### src/shared/ssx_regs.vh
// Register map, field positions and timing constants of the sync serial block
`ifndef SSX_REGS_VH
`define SSX_REGS_VH

// ----------------------------------------------------------------------
// Register offsets (byte addresses)
// ----------------------------------------------------------------------
`define SSX_OFS_CTRL    8'h00
`define SSX_OFS_STATUS  8'h04
`define SSX_OFS_RXBUF   8'h08
`define SSX_OFS_TXBUF   8'h0C

// ----------------------------------------------------------------------
// Control register fields
// ----------------------------------------------------------------------
`define SSX_CTRL_START   0
`define SSX_CTRL_FSTOP   1
`define SSX_CTRL_MODE_LO 2
`define SSX_CTRL_MODE_HI 3
`define SSX_CTRL_ORDER   4
`define SSX_CTRL_EXTCLK  5

// ----------------------------------------------------------------------
// Status register fields
// ----------------------------------------------------------------------
`define SSX_ST_ACTIVE  0
`define SSX_ST_SHIFT   1
`define SSX_ST_TXF     2
`define SSX_ST_RXF     3
`define SSX_ST_TRANSMIT_UNDERRUN_ERROR   4
`define SSX_ST_RECEIVE_OVERRUN_ERROR   5

// ----------------------------------------------------------------------
// Transfer modes and reset values
// ----------------------------------------------------------------------
`define SSX_MODE_TX    2'h0
`define SSX_MODE_RX    2'h1
`define SSX_MODE_DUP   2'h2
`define SSX_RST_BYTE   8'h00

// ----------------------------------------------------------------------
// Timing: internal serial clock half period
// ----------------------------------------------------------------------
`define SSX_CLK_NS       40
`define SSX_SCK_HALF_NS  160
`define SSX_SCK_HALF_CYC ((`SSX_SCK_HALF_NS + `SSX_CLK_NS - 1) / `SSX_CLK_NS)

`endif

### src/hdl/ssx_sync_serial.v
// Clocked synchronous serial interface with buffers, flags and error handling
//
// Functional notes
// - Receive overrun freezes shift register and buffer
// - External clock: shift done while full flags overrun
// - After overrun, second buffer read returns shift register
// - Clearing overrun flag also clears receive full
// - Start cleared: stop after current eight clocks
// - Force stop halts and clears all but mode, order and clock select
// - No interrupts while overrun error stands
// - Mode value binary 10 selects full duplex
// - Tx write clears txf, rx read clears rxf
// - Active flag set on next falling edge
// - Out on falling, in on rising, same order
// - Shift flag high across the byte's eight clocks
// - txf on rise after load; byte done sets rxf, interrupt
// - Internal clock starts within one serial period
// - External: first falling edge loads shift register
// - Internal clock parks high until buffers serviced
// - Underrun flags at shift start, interrupt at byte end
// - Underrun holds data out high until force stop
// - Unread buffer at next shift end flags overrun
// - Start cleared ends after byte, data out high
// - Order bit 0 MSB first, 1 LSB first
`timescale 1ns/1ps
`include "ssx_regs.vh"

module ssx_sync_serial (
  input  wire       i_core_clk,
  input  wire       i_nrst,
  input  wire [7:0] i_addr,
  input  wire [7:0] i_wdata,
  input  wire       i_wr,
  input  wire       i_rd,
  output reg  [7:0] o_rdata,
  input  wire       i_sck,
  output reg        o_sck,
  output reg        o_sck_oe_n,
  input  wire       i_si,
  output reg        o_so,
  output reg        o_serial_int
);

  localparam integer HALF_CYC = `SSX_SCK_HALF_CYC;
  localparam [7:0]   HALF_M1  = HALF_CYC[7:0] - 8'h01;

  // ----------------------------------------------------------------------
  // Pin synchronisers
  // ----------------------------------------------------------------------
  wire sck_sync;
  wire si_sync;
  reg  sck_dly_q;

  // Both pins idle high, so reset values give no false edge
  ssx_sync2 #(
    .RST_VAL(1'b1)
  ) sck_sync_u (
    .i_core_clk(i_core_clk),
    .i_nrst    (i_nrst),
    .i_d       (i_sck),
    .o_q       (sck_sync)
  );

  ssx_sync2 #(
    .RST_VAL(1'b1)
  ) si_sync_u (
    .i_core_clk(i_core_clk),
    .i_nrst    (i_nrst),
    .i_d       (i_si),
    .o_q       (si_sync)
  );

  // Third stage only delays the clean level for edge detection
  always @(posedge i_core_clk) begin
    if (!i_nrst) begin
      sck_dly_q <= 1'b1;
    end else begin
      sck_dly_q <= sck_sync;
    end
  end

  // ----------------------------------------------------------------------
  // State
  // ----------------------------------------------------------------------
  reg       start_q;
  reg [1:0] mode_q;
  reg       lsb_q;
  reg       ext_q;
  reg       act_q;
  reg       sef_q;
  reg       txf_q;
  reg       rxf_q;
  reg       transmit_underrun_error_q;
  reg       receive_overrun_error_q;
  reg       err_rd_q;
  reg       tx_pend_q;
  reg       loaded_q;
  reg [7:0] txbuf_q;
  reg [7:0] rxbuf_q;
  reg [7:0] sh_q;
  reg [2:0] cnt_q;
  reg [7:0] div_q;

  wire need_tx = (mode_q != `SSX_MODE_RX);
  wire need_rx = (mode_q != `SSX_MODE_TX);

  // Internal clock may only begin a byte once the buffers the mode uses are serviced
  wire ready = (!need_tx || tx_pend_q) && (!need_rx || !rxf_q) && !receive_overrun_error_q && !transmit_underrun_error_q;

  wire run_clk = !ext_q && (sef_q || (start_q && ready));
  wire tick    = run_clk && (div_q == HALF_M1);

  wire fall_ev = ext_q ? (sck_dly_q && !sck_sync) : (tick && o_sck);
  wire rise_ev = ext_q ? (!sck_dly_q && sck_sync) : (tick && !o_sck);

  wire wr_ctrl  = i_wr && (i_addr == `SSX_OFS_CTRL);
  wire wr_stat  = i_wr && (i_addr == `SSX_OFS_STATUS);
  wire wr_tx    = i_wr && (i_addr == `SSX_OFS_TXBUF);
  wire rd_rx    = i_rd && (i_addr == `SSX_OFS_RXBUF);
  wire fstop    = wr_ctrl && i_wdata[`SSX_CTRL_FSTOP];

  wire       byte_go  = fall_ev && !sef_q && start_q;
  wire       byte_end = rise_ev && sef_q && (cnt_q == 3'h7);
  wire [7:0] sh_in    = lsb_q ? {si_sync, sh_q[7:1]} : {sh_q[6:0], si_sync};
  wire       out_bit  = lsb_q ? sh_q[0] : sh_q[7];
  wire       first_b  = lsb_q ? txbuf_q[0] : txbuf_q[7];

  wire [7:0] status = {2'h0, receive_overrun_error_q, transmit_underrun_error_q, rxf_q, txf_q, sef_q, act_q};
  wire [7:0] ctrl   = {2'h0, ext_q, lsb_q, mode_q, 1'b0, start_q};

  // ----------------------------------------------------------------------
  // Internal serial clock generator
  // ----------------------------------------------------------------------
  always @(posedge i_core_clk) begin
    if (!i_nrst || fstop) begin
      div_q      <= 8'h00;
      o_sck      <= 1'b1;
      o_sck_oe_n <= 1'b1;
    end else begin
      o_sck_oe_n <= ext_q;
      // Divider rests at zero, so every start waits a full half period
      // counting begins on start, first edge within one period
      if (!run_clk || tick) begin
        div_q <= 8'h00;
      end else begin
        div_q <= div_q + 8'h01;
      end
      if (tick) begin
        o_sck <= !o_sck;
      end else if (ext_q) begin
        o_sck <= 1'b1;
      end
    end
  end

  // ----------------------------------------------------------------------
  // Register reads: data valid in the cycle after the strobe only
  // ----------------------------------------------------------------------
  always @(posedge i_core_clk) begin
    if (!i_nrst) begin
      o_rdata <= 8'h00;
    end else if (!i_rd) begin
      o_rdata <= 8'h00;
    end else begin
      case (i_addr)
        `SSX_OFS_CTRL:   o_rdata <= ctrl;
        `SSX_OFS_STATUS: o_rdata <= status;
        `SSX_OFS_TXBUF:  o_rdata <= txbuf_q;
        // first read gives last good byte, next gives shift register
        `SSX_OFS_RXBUF:  o_rdata <= (receive_overrun_error_q && err_rd_q) ? sh_q : rxbuf_q;
        default:         o_rdata <= 8'h00;
      endcase
    end
  end

  // ----------------------------------------------------------------------
  // Transfer engine and flags (hardware sets are placed after clears)
  // ----------------------------------------------------------------------
  always @(posedge i_core_clk) begin
    if (!i_nrst || fstop) begin
      start_q      <= 1'b0;
      act_q        <= 1'b0;
      sef_q        <= 1'b0;
      txf_q        <= 1'b0;
      rxf_q        <= 1'b0;
      transmit_underrun_error_q      <= 1'b0;
      receive_overrun_error_q      <= 1'b0;
      err_rd_q     <= 1'b0;
      tx_pend_q    <= 1'b0;
      loaded_q     <= 1'b0;
      txbuf_q      <= `SSX_RST_BYTE;
      rxbuf_q      <= `SSX_RST_BYTE;
      sh_q         <= `SSX_RST_BYTE;
      cnt_q        <= 3'h0;
      o_so         <= 1'b1;
      o_serial_int <= 1'b0;
      if (!i_nrst) begin
        mode_q <= `SSX_MODE_TX;
        lsb_q  <= 1'b0;
        ext_q  <= 1'b0;
      end else begin
        // Force stop keeps the mode, order and clock select just written
        mode_q <= i_wdata[`SSX_CTRL_MODE_HI:`SSX_CTRL_MODE_LO];
        lsb_q  <= i_wdata[`SSX_CTRL_ORDER];
        ext_q  <= i_wdata[`SSX_CTRL_EXTCLK];
      end
    end else begin
      o_serial_int <= 1'b0;

      // ---- Software side --------------------------------------------
      if (wr_ctrl) begin
        start_q <= i_wdata[`SSX_CTRL_START];
        // mode field, 2'h2 is full duplex
        mode_q  <= i_wdata[`SSX_CTRL_MODE_HI:`SSX_CTRL_MODE_LO];
        lsb_q   <= i_wdata[`SSX_CTRL_ORDER];
        ext_q   <= i_wdata[`SSX_CTRL_EXTCLK];
      end
      if (wr_tx) begin
        txbuf_q   <= i_wdata;
        tx_pend_q <= 1'b1;
        txf_q     <= 1'b0;
      end
      if (rd_rx) begin
        rxf_q <= 1'b0;
        if (receive_overrun_error_q) begin
          err_rd_q <= 1'b1;
        end
      end
      // overrun clear takes rxf with it
      if (wr_stat && i_wdata[`SSX_ST_RECEIVE_OVERRUN_ERROR]) begin
        receive_overrun_error_q  <= 1'b0;
        rxf_q    <= 1'b0;
        err_rd_q <= 1'b0;
      end

      // idle with start cleared, nothing left to finish
      if (!start_q && !sef_q) begin
        act_q <= 1'b0;
        o_so  <= 1'b1;
      end

      // ---- Falling edge: start of byte or next output bit -----------
      if (byte_go) begin
        // active on falling edge / shift flag from first fall
        act_q <= 1'b1;
        sef_q <= 1'b1;
        cnt_q <= 3'h0;
        if (need_tx && tx_pend_q) begin
          if (!receive_overrun_error_q) begin
            sh_q <= txbuf_q;
          end
          // A write on the load edge stays pending for the next byte
          if (!wr_tx) begin
            tx_pend_q <= 1'b0;
          end
          loaded_q  <= 1'b1;
          o_so      <= transmit_underrun_error_q ? 1'b1 : first_b;
        end else begin
          loaded_q <= 1'b0;
          o_so     <= 1'b1;
          // underrun flagged at once when shifting starts
          if (need_tx) begin
            transmit_underrun_error_q <= 1'b1;
          end
        end
      end else if (fall_ev && sef_q) begin
        // data out on falling edge / held high on underrun
        o_so <= (transmit_underrun_error_q || !need_tx) ? 1'b1 : out_bit;
      end

      // ---- Rising edge: sample input --------------------------------
      if (rise_ev && sef_q) begin
        cnt_q <= cnt_q + 3'h1;
        // frozen while overrun stands / sample on rising edge
        if (!receive_overrun_error_q) begin
          sh_q <= sh_in;
        end
        // txf set on rise after load
        if (cnt_q == 3'h0 && loaded_q) begin
          txf_q <= 1'b1;
        end
      end

      // ---- End of byte ----------------------------------------------
      if (byte_end) begin
        sef_q <= 1'b0;
        // stop after current byte / data out parks high
        if (!start_q || (wr_ctrl && !i_wdata[`SSX_CTRL_START])) begin
          act_q <= 1'b0;
          o_so  <= 1'b1;
        end
        if (need_rx && !receive_overrun_error_q) begin
          // overrun when buffer unread / flagged at shift end
          if (rxf_q && !rd_rx) begin
            receive_overrun_error_q <= 1'b1;
          end else begin
            rxbuf_q <= sh_in;
            rxf_q   <= 1'b1;
          end
        end
        // The overrun flag is still old here, so the byte that sets it interrupts
        // silent once overrun stands / interrupt at byte end
        if (!receive_overrun_error_q) begin
          o_serial_int <= 1'b1;
        end
      end
    end
  end

endmodule

// ----------------------------------------------------------------------
// Two-stage synchroniser for one pin
// ----------------------------------------------------------------------
module ssx_sync2 #(
  parameter [0:0] RST_VAL = 1'b1
) (
  input  wire i_core_clk,
  input  wire i_nrst,
  input  wire i_d,
  output reg  o_q
);

  // Only the second stage may be read; the first can be metastable
  reg meta_q;

  always @(posedge i_core_clk) begin
    if (!i_nrst) begin
      meta_q <= RST_VAL;
      o_q    <= RST_VAL;
    end else begin
      meta_q <= i_d;
      o_q    <= meta_q;
    end
  end

endmodule

### config.mk
export PLATFORM = sky130hd
export DESIGN_NAME = ssx_sync_serial
export DESIGN_NICKNAME = d
export VERILOG_FILES = /design/src/hdl/ssx_sync_serial.v
export VERILOG_INCLUDE_DIRS = /design/src /design/src/shared
export SDC_FILE = /design/constraint.sdc
export NUM_CORES = 1
export LEC_CHECK = 0
export BUFFER_PORTS_ARGS = -buffer_cell sky130_fd_sc_hd__buf_4
export CAP_MARGIN = 20
export CORE_ASPECT_RATIO = 2
export CORE_MARGIN = 3
export CORE_UTILIZATION = 27
export CTS_CLUSTER_DIAMETER = 200
export CTS_CLUSTER_SIZE = 25
export DETAILED_ROUTE_END_ITERATION = 8
export SETUP_SLACK_MARGIN = 0.15
export SYNTH_ARGS = -nofsm -noshare
export SYNTH_HDL_FRONTEND = slang
export SYNTH_SLANG_ARGS = --single-unit
### constraint.sdc
create_clock -name i_core_clk -period 2 [get_ports i_core_clk]
set_clock_uncertainty 0.2 [all_clocks]
set_input_delay 0.1 -clock i_core_clk [delete_from_list [all_inputs] [get_ports i_core_clk]]
set_output_delay 0.1 -clock i_core_clk [all_outputs]
set_load 0.03 [all_outputs]
==> out/results.txt <==
The die width was 82.6 µm. The dominant combinational cell family by area after synthesis was simple AND/OR/NAND/NOR gates. TritonCTS created 9 clock buffers. The root buffer cell is sky130_fd_sc_hd__clkbuf_16.

The cell count after placement is 527, and the number of antenna-violating nets in the routed design is 0. The final standard cell count with taps included and fillers excluded is 573. Across the VDD grid, the largest voltage drop is 0.000415 V. Setup repair after global routing could not meet its margin everywhere. The slack of the worst reg-to-reg path is -0.009 ns, and the number of enable-type register cells in the synthesized netlist is 4.

TritonCTS built the clock tree. After detailed routing, the number of remaining DRC violations is 0. Based on the critical path, the design can be clocked at up to 498 MHz. The worst setup path is captured at a flip-flop.

The final total negative setup slack is -0.00878 ns, and the setup slack of the critical path after layout is -0.00878 ns. The detailed router finished its first iteration with 189 violations. For the core occupancy in the finished layout, the log shows 39.7%.

The startpoint identified for the worst register-to-register timing path is ext_q$_DFFE_PP_. The initial utilization of the core area, before any placement, comes to 27.7%. The prevailing post-synth register cell was sky130_fd_sc_hd__dfxtp_1. The logs give 0 for the number of antenna violations at the first check in global routing and 7.39 mm for the detailed placement HPWL. For this block, the via count after detailed routing is 2972.

For the number of top-level design ports, the log shows 34. The minimum clock period came out at 2.01 ns. The arrival time at the worst endpoint was 2.04 ns; the worst slack after detailed placement was -0.0870 ns. The flow ran to the end, but the final reports show violations. Post-route cell area: 4530 µm².

No sink is reached through more buffers than the 2 on the longest clock path. In this run the power density over the cells is 692 nW/µm². Share of the synthesized area in the top cell type: 39.2%. At the end of routability-driven placement, the weighted congestion stood at 0.944. The worst setup path startpoint was ext_q$_DFFE_PP_. The share of the clock period used by the worst path was 100%. Across all hold checks on the routed design, the worst slack comes to 0.0639 ns. Overall power consumption after layout is estimated at 3.14 mW. The max-capacitance violation count is 0.

The run gives 372 as the number of nets produced by synthesis. STA classifies the critical path startpoint as a flip-flop. The number of iterations in the first detailed-routing pass was 4; the final number of max-transition violations was 0. Of all nets on the critical path, the largest fanout is 9.

A synthesized cell averages 9.16 µm². After floorplanning, the core was sized to cover 11400 µm². Ranked by total cell area, the synthesized netlist is headed by sky130_fd_sc_hd__dfxtp_1 39%, sky130_fd_sc_hd__mux2i_1 7.0%, sky130_fd_sc_hd__a21oi_1 4.9%, sky130_fd_sc_hd__nor2_1 4.4%, sky130_fd_sc_hd__mux2_2 3.9%. The logs give 3013 for the number of global-route vias before repair and 0 for the yosys synthesis warning count. Clock insertion delay at the later pin of the skew report: 0.34 ns. After global routing the overflow that remains totals 0. After synthesis, the netlist uses 51 different library cells.

The ratio of cells with drive above 1 in the final layout is 33.6%. In this run the worst hold path is classified as in2reg. Of the total synthesized cell area, the portion taken by AND, OR, NAND and NOR gates is 20.9%.

The worst slew margin relative to its limit is 56.0%. Post-layout net count: 452. Of the total synthesized cell area, the portion taken by XOR and XNOR cells is 1.66%. The share of synthesized flip-flops with an asynchronous set or reset is 0%, and the number of antenna repair diodes is 0. The actual slew at the worst max-slew pin works out to 0.659 ns.

The tools report the die footprint as 13100 µm². During placement, the flow inserted port buffers numbering 33. The floorplan step set the die height to 159 µm.

The final routed wirelength across all metal layers was 10.4 mm; the number of register bits inferred by synthesis was 66. In the synthesized netlist, the number of instances is 346. The synthesized netlist occupies a cell area of 3170 µm². The leakage component of the power was 1.78 nW; the wire length of the first global-routing pass was 15.6 mm. Entering global routing, the biggest net connects 24 pins. The checks that failed: setup timing. After Yosys synthesis, full adders, half adders and majority gates account for 1.58% of the synthesized area. Cell type contributing the most total cell area after synthesis: sky130_fd_sc_hd__dfxtp_1. The clock tree synthesis step divided the H-tree into 3 levels.

The final hold violation count came out at 0. The logs give 55 for the total number of placement rows and 1 for the final number of setup-violating endpoints. After detailed routing, the average wire length per cell comes to 18.1 µm. Across every metal layer, demand over resource in global routing totals 16.3%. The tools report the startpoint of the tightest hold check path as i_addr[3]. The worst setup path is of the reg2reg kind. The clock-pin transition on the worst setup and hold timing paths is 0.05 ns, and the share of synthesized area occupied by flip-flops and latches is 43.0%.

In the routed layout, each cell is associated on average with a via count of 5.19. The complex-gate fraction of the synthesized area is 19.0%, and the post-synthesis mux area share is 10.9%. The instance area after placement came out at 3700 µm². Compared with the post-synthesis result, the final layout area differs by 43.1%.

The tree built by TritonCTS fans out to 66 sinks. STA puts the critical path data required time at 2.03 ns.
## worst max-delay path: stages (launching register included)
cell	delay (ns)
sky130_fd_sc_hd__edfxtp_1	0.56
sky130_fd_sc_hd__nor2b_2	0.11
sky130_fd_sc_hd__a221oi_4	0.33
sky130_fd_sc_hd__buf_12	0.17
sky130_fd_sc_hd__o31ai_4	0.08
sky130_fd_sc_hd__buf_12	0.17
sky130_fd_sc_hd__a31oi_1	0.18
sky130_fd_sc_hd__a21oi_1	0.09
## logic make-up after synthesis
family / Yosys count
AO/OA/AOI/OAI: 89
XOR/XNOR: 6
adder cells (fa/ha/maj): 4
buffers and inverters: 22
flip-flops: 66
multiplexers: 33
AND/OR/NAND/NOR: 126
## cells in the final DEF (no fill, tap or decap), types with 9 or more instances in the layout
cell type,n
sky130_fd_sc_hd__o21ai_0,13
sky130_fd_sc_hd__a21oi_1,26
sky130_fd_sc_hd__dlygate4sd3_1,19
sky130_fd_sc_hd__nor3_1,17
sky130_fd_sc_hd__mux2i_1,22
sky130_fd_sc_hd__o21ai_1,10
sky130_fd_sc_hd__mux2_2,11
sky130_fd_sc_hd__nor2_1,35
sky130_fd_sc_hd__clkbuf_16,9
sky130_fd_sc_hd__buf_4,60
sky130_fd_sc_hd__dfxtp_1,60
sky130_fd_sc_hd__nand2_1,18
## worst paths after layout
check	cells after the start	end
max	7	sh_q[7]$_SDFF_PP0_
min	5	start_q$_SDFFE_PP0P_
max reg2reg	7	sh_q[7]$_SDFF_PP0_
min reg2reg	1	sck_sync_u.o_q$_SDFF_PN1_
## metal layers
| metal | vias to the layer above | part of all wire (%) | global-route usage, % | wire length [µm] |
|---|---|---|---|---|
| met5 | - | 0 | 0 | 0 |
| met4 | 0 | 5.7 | 14.6 | 592 |
| met3 | 41 | 2.8 | 3.91 | 291 |
| met2 | 86 | 59 | 29.5 | 6140 |
| met1 | 1421 | 32 | 13.3 | 3340 |
| li1 | 1424 | - | - | - |
## synth_stat cells (6+ instances only)
master and n:
sky130_fd_sc_hd__nand2b_1 6, sky130_fd_sc_hd__and3_1 6, sky130_fd_sc_hd__clkbuf_1 8, sky130_fd_sc_hd__o21ai_1 12, sky130_fd_sc_hd__nor2_1 37, sky130_fd_sc_hd__nor3_1 19
sky130_fd_sc_hd__inv_1 6, sky130_fd_sc_hd__a21oi_1 31, sky130_fd_sc_hd__o21ai_0 14, sky130_fd_sc_hd__a31oi_1 9, sky130_fd_sc_hd__nand3_1 11, sky130_fd_sc_hd__and2_1 6
sky130_fd_sc_hd__dfxtp_1 62, sky130_fd_sc_hd__mux2i_1 22, sky130_fd_sc_hd__mux2_2 11, sky130_fd_sc_hd__nand2_1 18
## area by class of cell
| class | instances | area (µm²) |
|---|---|---|
| clock buffers | 11 | 243 |
| clock inverters | 5 | 53.8 |
| fillers | 1177 | 6890 |
| flip-flops and latches | 66 | 1370 |
| multi-input cells | 259 | 1960 |
| repair buffers | 84 | 714 |
| inverters | 6 | 22.5 |
| well taps | 142 | 178 |
## where the power goes
group	internal (mW)	switching [mW]
clock network	0.994	0.583
registers	1.34	0.0133
logic	0.104	0.101
total	2.44	0.698
## what timing repair did
action,in CTS,in global routing
hold endpoints to repair,27,0
gates cloned,1,0
setup buffers,9,1
resized for setup,23,22
hold buffers,19,0
pin swaps,25,15
endpoints found under the setup margin,35,48
## sequential cells by signal (all words and copies together), names as in the netlist, 2 cells and up
register and flops:
o_rdata 8, sh_q 8, div_q 8, rxbuf_q 8
txbuf_q 8, cnt_q 3, mode_q 2
Note: power is estimated with default switching activity, not from simulation.
